--- src/logic/acd_pkg.sv ---
// Behaviour
// - bit 13 picks aux oscillator or PLL
// - two-bit oscillator mode, 00 off default
// - three-bit post-divide, 111 /1 to 000 /256
// - only power-on reset restores control register
package acd_pkg;

  // register byte offsets
  localparam logic [11:0] ACD_CTRL_OFF = 12'h000;
  localparam logic [11:0] ACD_STAT_OFF = 12'h004;

  // control field positions
  localparam int ACD_SRC_BIT = 13;
  localparam int ACD_MODE_LSB = 11;
  localparam int ACD_RATIO_LSB = 8;
  localparam int ACD_REF_BIT = 7;

  // writable bits of the control word
  localparam logic [15:0] ACD_CTRL_MASK = 16'h3F80;

  // power-on values of the fields
  localparam logic ACD_SRC_RST = 1'b0;
  localparam logic [1:0] ACD_MODE_RST = 2'h0;
  localparam logic [2:0] ACD_RATIO_RST = 3'h0;
  localparam logic ACD_REF_RST = 1'b0;

  // oscillator mode codes
  localparam logic [1:0] ACD_MODE_OFF = 2'h0;
  localparam logic [1:0] ACD_MODE_HS = 2'h1;
  localparam logic [1:0] ACD_MODE_XT = 2'h2;
  localparam logic [1:0] ACD_MODE_EC = 2'h3;

  // status field positions
  localparam int ACD_ST_RUN_BIT = 0;
  localparam int ACD_ST_SRC_BIT = 1;
  localparam int ACD_ST_CNT_LSB = 8;

  // ratio code to terminal count (divide value minus one)
  function automatic logic [7:0] acd_limit(input logic [2:0] code);
    logic [7:0] lim;
    lim = 8'hFF;
    case (code)
      3'h7: lim = 8'h00;
      3'h6: lim = 8'h01;
      3'h5: lim = 8'h03;
      3'h4: lim = 8'h07;
      3'h3: lim = 8'h0F;
      3'h2: lim = 8'h1F;
      3'h1: lim = 8'h3F;
      default: lim = 8'hFF;
    endcase
    return lim;
  endfunction : acd_limit

endpackage : acd_pkg

--- src/logic/acd_clk_if.sv ---
`timescale 1ns/1ns
// carries settings and ticks between the source mux and the divider
interface acd_clk_if;
  logic src_sel; // 1 aux oscillator, 0 pll
  logic [1:0] osc_mode; // oscillator mode
  logic [2:0] ratio; // post-divide code
  logic sys_rst_b; // non power-on reset, active low
  logic aux_tick; // aux oscillator edge pulse
  logic pll_tick; // pll edge pulse
  logic sel_tick; // selected source pulse
  logic div_tick; // divided output pulse
  logic [7:0] div_cnt; // output pulse count

  modport mux (input src_sel, input osc_mode, input sys_rst_b, input aux_tick,
    input pll_tick, output sel_tick);
  modport div (input ratio, input sys_rst_b, input sel_tick, output div_tick,
    output div_cnt);
  modport ctl (output src_sel, output osc_mode, output ratio, output sys_rst_b,
    output aux_tick, output pll_tick, input sel_tick, input div_tick, input div_cnt);
endinterface : acd_clk_if

--- src/logic/acd_top.sv ---
// The APB register port and the register offsets were left to the implementer.
`timescale 1ns/1ns
// aux clock divider control block with apb register access
module acd_top (
  input wire logic clk_i,
  input wire logic rst_b_i,
  input wire logic sys_rst_b_i,
  input wire logic [31:0] paddr_i,
  input wire logic psel_i,
  input wire logic penable_i,
  input wire logic pwrite_i,
  input wire logic [31:0] pwdata_i,
  input wire logic [3:0] pstrb_i,
  output logic [31:0] prdata_o,
  output logic pready_o,
  output logic pslverr_o,
  input wire logic aux_osc_tick_i,
  input wire logic pll_tick_i,
  output logic [1:0] aux_oscillator_mode_o,
  output logic aux_reference_source_select_o,
  output logic aux_divider_source_select_o,
  output logic aux_div_tick_o
);

  // control register fields, power-on reset only
  logic src_sel_r; // divider source select
  logic [1:0] osc_mode_r; // oscillator mode
  logic [2:0] ratio_r; // post-divide code
  logic ref_sel_r; // reference source select

  // apb handshake state
  logic pready_r; // one wait state then ready
  logic [31:0] prdata_r; // read data
  logic pslverr_r; // unmapped access error, high only in the ready cycle

  // registered pin outputs
  logic div_tick_r; // divided pulse to pin

  // access decode
  logic acc_go; // access phase completing this edge
  logic hit_ctrl; // control offset hit
  logic hit_stat; // status offset hit
  logic mapped; // any mapped offset
  logic [15:0] ctrl_word; // assembled control word
  logic [15:0] stat_word; // assembled status word
  logic [15:0] wr_word; // write data after byte lanes

  acd_clk_if cif ();

  // drive the interface from the control fields, the system reset and the tick inputs
  assign cif.src_sel = src_sel_r;
  assign cif.osc_mode = osc_mode_r;
  assign cif.ratio = ratio_r;
  assign cif.sys_rst_b = sys_rst_b_i;
  assign cif.aux_tick = aux_osc_tick_i;
  assign cif.pll_tick = pll_tick_i;

  acd_src_mux u_mux (
    .clk_i(clk_i),
    .rst_b_i(rst_b_i),
    .cif(cif)
  );

  acd_post_div u_div (
    .clk_i(clk_i),
    .rst_b_i(rst_b_i),
    .cif(cif)
  );

  // address decode on the low address bits
  assign hit_ctrl = (paddr_i[11:0] == acd_pkg::ACD_CTRL_OFF);
  assign hit_stat = (paddr_i[11:0] == acd_pkg::ACD_STAT_OFF);
  assign mapped = hit_ctrl || hit_stat;
  assign acc_go = psel_i && penable_i && pready_r;

  // control word as read back, unused bits zero
  always_comb begin
    ctrl_word = 16'h0000;
    ctrl_word[acd_pkg::ACD_SRC_BIT] = src_sel_r;
    ctrl_word[acd_pkg::ACD_MODE_LSB +: 2] = osc_mode_r;
    ctrl_word[acd_pkg::ACD_RATIO_LSB +: 3] = ratio_r;
    ctrl_word[acd_pkg::ACD_REF_BIT] = ref_sel_r;
  end

  // status word shows running state and output pulse count
  always_comb begin
    stat_word = 16'h0000;
    stat_word[acd_pkg::ACD_ST_RUN_BIT] = (osc_mode_r != acd_pkg::ACD_MODE_OFF);
    stat_word[acd_pkg::ACD_ST_SRC_BIT] = src_sel_r;
    stat_word[acd_pkg::ACD_ST_CNT_LSB +: 8] = cif.div_cnt;
  end

  // merge write data by byte lane over the old control word
  always_comb begin
    wr_word = ctrl_word;
    if (pstrb_i[0]) begin
      wr_word[7:0] = pwdata_i[7:0];
    end
    if (pstrb_i[1]) begin
      wr_word[15:8] = pwdata_i[15:8];
    end
    wr_word = wr_word & acd_pkg::ACD_CTRL_MASK;
  end

  // apb ready: one wait state on every access
  always_ff @(posedge clk_i or negedge rst_b_i) begin
    if (!rst_b_i) begin
      pready_r <= 1'b0;
    end else if (psel_i && penable_i && !pready_r) begin
      pready_r <= 1'b1;
    end else begin
      pready_r <= 1'b0;
    end
  end

  // read data and error, set ahead of the ready cycle
  always_ff @(posedge clk_i or negedge rst_b_i) begin
    if (!rst_b_i) begin
      prdata_r <= 32'h0000_0000;
      pslverr_r <= 1'b0;
    end else if (psel_i && penable_i && !pready_r) begin
      pslverr_r <= !mapped;
      if (!pwrite_i && hit_ctrl) begin
        prdata_r <= {16'h0000, ctrl_word};
      end else if (!pwrite_i && hit_stat) begin
        prdata_r <= {16'h0000, stat_word};
      end else begin
        prdata_r <= 32'h0000_0000;
      end
    end else begin
      // error stands for the ready cycle only, so the pin needs no gating
      pslverr_r <= 1'b0;
    end
  end

  // control register, cleared only by power-on reset
  always_ff @(posedge clk_i or negedge rst_b_i) begin
    if (!rst_b_i) begin
      src_sel_r <= acd_pkg::ACD_SRC_RST;
      osc_mode_r <= acd_pkg::ACD_MODE_RST;
      ratio_r <= acd_pkg::ACD_RATIO_RST;
      ref_sel_r <= acd_pkg::ACD_REF_RST;
    end else if (acc_go && pwrite_i && hit_ctrl) begin
      // system reset is ignored here on purpose
      src_sel_r <= wr_word[acd_pkg::ACD_SRC_BIT];
      osc_mode_r <= wr_word[acd_pkg::ACD_MODE_LSB +: 2];
      ratio_r <= wr_word[acd_pkg::ACD_RATIO_LSB +: 3];
      ref_sel_r <= wr_word[acd_pkg::ACD_REF_BIT];
    end
  end

  // divided pulse retimed to the pin
  always_ff @(posedge clk_i or negedge rst_b_i) begin
    if (!rst_b_i) begin
      div_tick_r <= 1'b0;
    end else begin
      div_tick_r <= cif.div_tick;
    end
  end

  // outputs straight from flops
  assign prdata_o = prdata_r;
  assign pready_o = pready_r;
  assign pslverr_o = pslverr_r;
  assign aux_oscillator_mode_o = osc_mode_r;
  assign aux_reference_source_select_o = ref_sel_r;
  assign aux_divider_source_select_o = src_sel_r;
  assign aux_div_tick_o = div_tick_r;

  // pll source: each pll pulse outside system reset reaches the divider one edge later
  AST_PLL_ROUTE: assert property (@(posedge clk_i) disable iff (!rst_b_i)
    (!src_sel_r && sys_rst_b_i && pll_tick_i && $stable(src_sel_r)) |=> cif.sel_tick)
    else $error("pll pulse not routed");

  // aux source with oscillator on passes aux pulses
  AST_AUX_ROUTE: assert property (@(posedge clk_i) disable iff (!rst_b_i)
    (src_sel_r && osc_mode_r != acd_pkg::ACD_MODE_OFF && sys_rst_b_i && aux_osc_tick_i)
      |=> cif.sel_tick)
    else $error("aux pulse not routed");

  // mode field follows a control write one edge later
  AST_MODE_WRITE: assert property (@(posedge clk_i) disable iff (!rst_b_i)
    (acc_go && pwrite_i && hit_ctrl && pstrb_i[1])
      |=> aux_oscillator_mode_o == $past(pwdata_i[12:11]))
    else $error("mode field not written");

  // ratio field follows a control write
  AST_RATIO_WRITE: assert property (@(posedge clk_i) disable iff (!rst_b_i)
    (acc_go && pwrite_i && hit_ctrl && pstrb_i[1]) |=> ratio_r == $past(pwdata_i[10:8]))
    else $error("ratio field not written");

  // system reset leaves the control word untouched
  AST_SYSRST_KEEP: assert property (@(posedge clk_i) disable iff (!rst_b_i)
    (!sys_rst_b_i && !(acc_go && pwrite_i && hit_ctrl)) |=> $stable(ctrl_word))
    else $error("control word changed by system reset");

  // reference bit written and unused bits read zero
  AST_REF_WRITE: assert property (@(posedge clk_i) disable iff (!rst_b_i)
    (acc_go && pwrite_i && hit_ctrl && pstrb_i[0])
      |=> aux_reference_source_select_o == $past(pwdata_i[7]))
    else $error("reference bit not written");

  AST_UNUSED_ZERO: assert property (@(posedge clk_i) disable iff (!rst_b_i)
    (pready_r && !pwrite_i && hit_ctrl && psel_i)
      |-> (prdata_o & ~{16'h0000, acd_pkg::ACD_CTRL_MASK}) == 32'h0000_0000)
    else $error("unused control bits read nonzero");

  // ready comes exactly one edge after the access phase opens
  AST_READY_ONE: assert property (@(posedge clk_i) disable iff (!rst_b_i)
    (psel_i && penable_i && !pready_r) |=> pready_r ##1 !pready_r)
    else $error("ready timing broken");

endmodule : acd_top

--- src/logic/acd_src_mux.sv ---
`timescale 1ns/1ns
// picks the divider input pulse from the aux oscillator or the pll
module acd_src_mux (
  input wire logic clk_i,
  input wire logic rst_b_i,
  acd_clk_if.mux cif
);

  logic sel_tick_r; // registered selected pulse

  // aux ticks only pass while the oscillator is enabled
  always_ff @(posedge clk_i or negedge rst_b_i) begin
    if (!rst_b_i) begin
      sel_tick_r <= 1'b0;
    end else if (!cif.sys_rst_b) begin
      sel_tick_r <= 1'b0;
    end else if (cif.src_sel) begin
      sel_tick_r <= cif.aux_tick && (cif.osc_mode != acd_pkg::ACD_MODE_OFF);
    end else begin
      sel_tick_r <= cif.pll_tick;
    end
  end

  assign cif.sel_tick = sel_tick_r;

  // aux source with oscillator off never yields a pulse
  AST_OSC_OFF_SILENT: assert property (@(posedge clk_i) disable iff (!rst_b_i)
    (cif.src_sel && cif.osc_mode == acd_pkg::ACD_MODE_OFF) |=> !sel_tick_r)
    else $error("aux pulse passed with oscillator off");

endmodule : acd_src_mux

--- src/logic/acd_post_div.sv ---
`timescale 1ns/1ns
// divides the selected pulse train by the programmed ratio
module acd_post_div (
  input wire logic clk_i,
  input wire logic rst_b_i,
  acd_clk_if.div cif
);

  logic [7:0] cnt_r; // pulses since last output
  logic [7:0] cnt_nxt;
  logic div_tick_r; // divided pulse
  logic [7:0] out_cnt_r; // free running output count
  logic [7:0] lim; // terminal count for the ratio

  assign lim = acd_pkg::acd_limit(cif.ratio);

  // next input count, wraps at the terminal count
  always_comb begin
    cnt_nxt = cnt_r;
    if (cif.sel_tick) begin
      cnt_nxt = (cnt_r >= lim) ? 8'h00 : 8'(cnt_r + 8'h01);
    end
  end

  // counter and output pulse
  always_ff @(posedge clk_i or negedge rst_b_i) begin
    if (!rst_b_i) begin
      cnt_r <= 8'h00;
      div_tick_r <= 1'b0;
      out_cnt_r <= 8'h00;
    end else if (!cif.sys_rst_b) begin
      cnt_r <= 8'h00;
      div_tick_r <= 1'b0;
      out_cnt_r <= 8'h00;
    end else begin
      cnt_r <= cnt_nxt;
      div_tick_r <= cif.sel_tick && (cnt_r >= lim);
      if (cif.sel_tick && (cnt_r >= lim)) begin
        out_cnt_r <= 8'(out_cnt_r + 8'h01);
      end
    end
  end

  assign cif.div_tick = div_tick_r;
  assign cif.div_cnt = out_cnt_r;

  // divide by one passes every pulse
  AST_DIV_ONE: assert property (@(posedge clk_i) disable iff (!rst_b_i)
    (cif.sys_rst_b && cif.ratio == 3'h7 && cif.sel_tick) |=> div_tick_r)
    else $error("divide by one dropped a pulse");

  // output pulse only when terminal count was reached
  AST_DIV_TERM: assert property (@(posedge clk_i) disable iff (!rst_b_i)
    div_tick_r |-> $past(cnt_r) >= $past(lim))
    else $error("divided pulse before terminal count");

endmodule : acd_post_div

--- config.mk ---
export PLATFORM = sky130hd
export DESIGN_NAME = acd_top
export DESIGN_NICKNAME = d
export VERILOG_FILES = /design/src/logic/acd_pkg.sv /design/src/logic/acd_clk_if.sv /design/src/logic/acd_top.sv /design/src/logic/acd_src_mux.sv /design/src/logic/acd_post_div.sv
export SDC_FILE = /design/constraint.sdc
export NUM_CORES = 1
export LEC_CHECK = 0
export BUFFER_PORTS_ARGS = -buffer_cell sky130_fd_sc_hd__buf_2
export CAP_MARGIN = 20
export CELL_PAD_IN_SITES_DETAIL_PLACEMENT = 0
export CELL_PAD_IN_SITES_GLOBAL_PLACEMENT = 1
export CORE_ASPECT_RATIO = 0.75
export CORE_MARGIN = 2
export CORE_UTILIZATION = 30
export DETAILED_ROUTE_END_ITERATION = 10
export HOLD_SLACK_MARGIN = 0.08
export PLACE_DENSITY_LB_ADDON = 0.05
export SYNTH_ARGS = -nofsm -noshare
export SYNTH_HDL_FRONTEND = slang
export SYNTH_SLANG_ARGS = --single-unit
--- constraint.sdc ---
create_clock -name clk_i -period 2.6 [get_ports clk_i]
set_input_delay 0 -clock clk_i [delete_from_list [all_inputs] [get_ports clk_i]]
set_output_delay 0 -clock clk_i [all_outputs]
set_load 0.05 [all_outputs]
==> results_dict.tcl, run 1 <==
set metrics [dict create \
    ys_seq_elements 39 \
    clkPwrFrac_pct 40.9 \
    gp_congestion 0.667 \
    synth_cell_types 41 \
    final_hold_viol_count 0 \
    cts_tree "built" \
    critPathMaxFanout 7 \
    cts_root_buf "clkbuf_8" \
    cts.sinks 39 \
    critPathRequiredTime_ps 2800 \
    p_int_mw 0.960 \
    seqPwrFrac_pct 47.3 \
    status "finished clean" \
    vias 1769 \
    drc 0 \
    hold_start "paddr_i[4]" \
    die_area_mm2 0.00809 \
    dieWidth_um 103 \
    rows 27 \
    ys_seq_area_share_pct 44.1 \
    core_mm2 0.00726 \
    slew_viol_final 0 \
    ant_nets 0 \
    cp.arrival_ps 2670 \
    clkTransAtPathRegs_ps 80 \
    fin_skew_ps 9.63 \
    synth_cells 221 \
    synth_top_area_share_pct 44.1 \
    p_leak_nw 1.42 \
    comb_power_share_pct 11.8 \
    rsz0062_at_grt "no" \
    reg2reg_from "cif.ratio[1]" \
    yosysWarningCount 0 \
    p_sw_mw 0.343 \
    min_period_over_period_pct 94.9 \
    dr.pass1.iters 4 \
    place_ws_ps 41.3 \
    fin_crit_ps 2470 \
    hpwlAfterDp_um 3910 \
    hp-class "primary input to flop" \
    end_kind "flop" \
    maxSlewHeadroom_pct 40.1 \
    swShare_pct 26.3 \
    initial_core_util_pct 30.5 \
    worst_r2r_path_depth 9 \
    wl_per_cell_um 13.9 \
    grt_pass1_vias 1685 \
    grt_start_max_net_pins 40 \
    crit_type "flop to flop" \
    fp.dieH_um 78.4 \
    htreeDepth 2 \
    drt_iter0_markers 51 \
    setup_violations 0 \
    grt_pass1_wl_um 8770 \
    clk_latency_ps 290 \
    routed_wl_um 5410 \
    routed_via_density 4.56 \
    clockBufferDepth 2 \
    finalPower_mw 1.30 \
    cap_violations 0 \
    n_antenna_cell 0 \
    drive_above_1_share_pct 29.3 \
    netlist.top_cell.by_area "dfrtp_1" \
    numPortBuffers 46 \
    syn-cell-area_mm2 0.00221 \
    reg2reg_setup_slack_ps 130 \
    grt.total_usage_pct 14.2 \
    hold_depth 4 \
    r2r-end "u_div.cnt_r[6]" \
    area_delta_synth_final_pct 25.7 \
    grt.overflow.total 0 \
    p_per_area_mw_per_mm2 468 \
    fin_ws_ps 133 \
    peakVddDrop_mv 0.186 \
    synth.avg_cell_area_um2 10.0 \
    fmax_mhz 405 \
    ys_top_cells_by_area "dfrtp_1, buf_4, ha_1, nand2_1, mux2_2" \
    antenna_found_initial 0 \
    cts_made_buffers 5 \
    worstHoldEndpoint "prdata_o[13]" \
    tns_ps 0 \
    pin_count 115 \
    fin_nets 372 \
    tightest_slew_ps 899 \
    cp-start-kind "flop" \
]
==> state kept, by name, indices dropped and copies added, names as in the netlist <==
signal / flops
aux_div_tick_o: 1
aux_divider_source_select_o: 1
aux_oscillator_mode_o: 2
aux_reference_source_select_o: 1
cif.ratio: 3
prdata_o: 11
pready_o: 1
pslverr_o: 1
u_div.cif.div_cnt: 8
u_div.cif.div_tick: 1
u_div.cnt_r: 8
u_mux.cif.sel_tick: 1
==> worst max-delay path, stage by stage, from the launching register on <==
cell       delay [ps]
dfrtp_2           450
or3_4             400
ha_1              340
nand4_1           160
a21oi_4            50
buf_4             150
a2111oi_4         430
buf_4             220
nand3_1           100
o311ai_2           80
==> per-stage QoR <==
stage	utilization, %	hold slack, ps	instance area, µm²	instances
after global placement	34.4	211	2500	365
after CTS	37.8	86.7	2750	386
final	38.3	99.6	2780	388
after detailed placement	34.4	196	2500	365
after global routing	38.3	107	2780	388
after floorplan	-	-296	2290	241
==> power by group through the flow <==
stage | clock network, mW | registers, mW | logic, mW
3_3_place_gp | 0 | 0.628 | 0.142
2_1_floorplan | 0 | 0.631 | 0.118
6_report | 0.533 | 0.616 | 0.153
4_1_cts | 0.556 | 0.616 | 0.155
3_5_place_dp | 0 | 0.628 | 0.142
5_1_grt | 0.582 | 0.617 | 0.167
==> cells in the mapped netlist, drive strengths merged <==
master	number
o211ai	1
or3	7
o21a	1
nand4	3
nand3	15
a21boi	1
a32oi	1
buf	23
a2111oi	1
xor2	1
mux2i	3
a22o	4
and2	2
a21oi	13
and3	9
nor4b	1
o31ai	3
o311ai	2
inv	6
dfrtp	39
a22oi	5
a2111o	1
a31oi	3
or2	3
clkbuf	6
nor2	6
ha	10
nor3	2
conb	1
a21o	1
o41ai	1
nand2b	2
nand2	25
nor4	3
mux2	7
a311oi	1
o21ai	8
==> how the worst max path moves through the flow <==
stage,slack [ps],endpoint,from,depth (start not counted)
finish,130,u_div.cnt_r[6],cif.ratio[1],9
floorplan,90,u_div.cnt_r[6],cif.ratio[2],8
CTS,20,u_div.cnt_r[7],cif.ratio[1],7
detailed placement,40,u_div.cnt_r[7],cif.ratio[1],7
global route,3,u_div.cif.div_cnt[1],cif.ratio[2],9
global placement,60,u_div.cnt_r[6],cif.ratio[1],7
==> kinds of logic after synthesis <==
| family | after synthesis | synth area share, % |
|---|---|---|
| AOI/OAI and AO/OA | 47 | 16.4 |
| xor gates and xnor gates | 1 | 0.396 |
| adders and majority gates | 10 | 5.65 |
| buffers and inverters | 35 | 9.72 |
| DFF | 39 | 44.1 |
| muxes | 10 | 4.92 |
| other | 1 | 0.169 |
| and+or+nand+nor | 78 | 18.6 |
==> metal layers <==
metal	GRT usage, %	part of all wire, %
met5	0	0
met4	3.55	0.81
met3	2.94	3.3
met2	19.4	41
met1	22.3	55
==> area by class of cell <==
class	count	area (µm²)
Clock buffer	6	82.6
Clock inverter	2	35.0
Fill cell	740	4480
Inverter	6	22.5
Multi-Input combinational cell	167	1120
Sequential cell	39	977
Tap cell	101	126
Timing Repair Buffer	67	420
==> placed cells by master (no fill, tap or decap), types with 2 or more instances in the layout <==
cell type and count:
and3_1 9, mux2_2 7, clkbuf_8 6, nand3_1 15
a22o_1 4, conb_1 21, or3_1 6, mux2i_1 3
o311ai_2 2, a22oi_1 5, buf_4 8, nand2_1 24
a21oi_1 11, nor4_1 3, a31oi_1 3, nor2_1 6
or2_2 3, nand4_1 3, inv_1 6, dlygate4sd3_1 13
ha_1 9, nor3_1 2, buf_2 46, o21ai_0 8
dfrtp_1 38, o31ai_1 3, and2_1 2
==> timing repair <==
item	CTS	global route
buffers inserted	0	2
hold buffers	13	0
hold endpoints to repair	51	0
resized for setup	0	4
endpoints found under the setup margin	0	13
No activity file was read; power rests on OpenSTA's default activity.
==> inputs of run 2 (changes only) <==
- PLACE_DENSITY_LB_ADDON: 0.05 -> 0.1
==> run 2 against run 1 <==
  * Sequential power is essentially flat
  * Global-route usage shrank 0.25 points
  * Critical path type unchanged
  * Combinational power is essentially flat
  * Clock skew shrank 1.2 ps
  * Wire length shrank 0.41%
  * Highest routed layer unchanged
  * Largest cell class unchanged
  * Maximum frequency grew 0.81%
  * Flip-flop and latch count is the same
  * First-iteration DRC count grew 22%
==> results_dict.tcl, run 2 (synthesis gave the netlist of run 1 again) <==
set metrics [dict create \
    status "finished clean" \
    r2r-end "u_div.cif.div_cnt[7]" \
    p_leak_nw 1.41 \
    drt_iter0_markers 62 \
    fin_crit_ps 2450 \
    worstHoldEndpoint "prdata_o[13]" \
    drc 0 \
    hp-class "primary input to flop" \
    area.sequential_um2 977 \
    clk_latency_ps 290 \
    clkTransAtPathRegs_ps 80 \
    cts.sinks 39 \
    routed_wl_um 5380 \
    final_hold_viol_count 0 \
    layout_commonest_cell "buf_2" \
    grt_pass1_wl_um 8580 \
    rows 27 \
    finalPower_mw 1.31 \
    fp.dieH_um 78.4 \
    maxSlewHeadroom_pct 40.4 \
    clockBufferDepth 2 \
    dr.pass1.iters 4 \
    cap_violations 0 \
    final_cell_mix "buf_2, dfrtp_1, nand2_1" \
    vias 1746 \
    antenna_found_initial 0 \
    core_mm2 0.00726 \
    numPortBuffers 46 \
    initial_core_util_pct 30.5 \
    fin_nets 370 \
    grt.overflow.total 0 \
    cts_tree "built" \
    critPathRequiredTime_ps 2810 \
    holdWs_ps 98.6 \
    min_period_over_period_pct 94.1 \
    n_antenna_cell 0 \
    htreeDepth 2 \
    wl_per_cell_um 13.9 \
    worst_r2r_path_depth 8 \
    pin_count 115 \
    tns_ps 0 \
    cp-start-kind "flop" \
    gp_congestion 0.707 \
    n_fill_cell 744 \
    die_area_mm2 0.00809 \
    cts_made_buffers 5 \
    hold_start "paddr_i[2]" \
    rsz0062_at_grt "no" \
    drive_above_1_share_pct 29.1 \
    hold_depth 3 \
    ant_nets 0 \
    reg2reg_setup_slack_ps 150 \
    peakVddDrop_mv 0.182 \
    fin_skew_ps 8.47 \
    place_ws_ps 69.7 \
    cts_root_buf "clkbuf_8" \
    multiInputGateArea_mm2 0.00113 \
    p_per_area_mw_per_mm2 468 \
    finish.utilization_pct 38.5 \
    end_kind "flop" \
    crit_type "flop to flop" \
    routed_via_density 4.52 \
    tightest_slew_ps 894 \
    slew_viol_final 0 \
    fin_ws_ps 153 \
    setup_violations 0 \
    dieWidth_um 103 \
    fmax_mhz 409 \
    area_delta_synth_final_pct 26.2 \
    reg2reg_from "cif.ratio[1]" \
    grt.total_usage_pct 13.9 \
    largest_register_ff_count 11 \
    grt_pass1_vias 1651 \
    hpwlAfterDp_um 3770 \
    cp.arrival_ps 2660 \
    grt_start_max_net_pins 40 \
    critPathMaxFanout 15 \
]
[run 2: changes by cell type in the layout (fill, tap and decap cells not counted), sizes merged]
| cell | delta |
|---|---|
| buf | -2 |
[run 2: metrics by stage]
step	cell area (µm²)	std cells
after detailed placement	2490	364
after floorplan	2290	241
after global placement	2490	364
after global routing	2790	386
after CTS	2740	385
final	2790	386
[run 2: metal layers]
metal / part of all wire, % / GRT usage, %
met4: 0.61 / 3.16
met3: 3.9 / 3.03
met2: 40 / 18.3
met5: 0 / 0
met1: 55 / 22.6
[run 2: final cells by class]
| class | instances | share of cell area (%) |
|---|---|---|
| tap | 101 | 4.52 |
| inverter | 6 | 0.806 |
| clock buffer | 6 | 2.96 |
| timing repair buffer | 65 | 15.0 |
| multi-input combinational | 167 | 40.5 |
| clock inverter | 2 | 1.25 |
| sequential | 39 | 35.0 |
[run 2: worst max path at each step]
| stage | slack [ps] | start | to |
|---|---|---|---|
| final | 150 | cif.ratio[1] | u_div.cif.div_cnt[7] |
| after CTS | 30 | cif.ratio[1] | u_div.cnt_r[7] |
| after floorplan | 90 | cif.ratio[2] | u_div.cnt_r[6] |
| after detailed placement | 70 | cif.ratio[1] | u_div.cnt_r[7] |
| after global placement | 60 | cif.ratio[1] | u_div.cnt_r[7] |
| after global routing | 40 | cif.ratio[1] | u_div.cif.div_cnt[5] |
[run 2: repair_timing]
item	in CTS	in global routing
resized for setup	0	6
buffers inserted	0	1
endpoints found under the setup margin	0	13
hold buffers	13	0
hold endpoints to repair	51	0
[run 2: critical path: stages (launching register included)]
cell      delay, ps
dfrtp_2         460
or3_4           410
ha_4            300
nand4_1         160
a21oi_4         210
a311oi_2        120
buf_4           220
or3_1           350
a21oi_1         150
[run 2: power breakdown]
| part | switching [mW] | internal (mW) |
|---|---|---|
| sequential | 0.00595 | 0.610 |
| combinational | 0.115 | 0.0387 |
| clock | 0.228 | 0.311 |
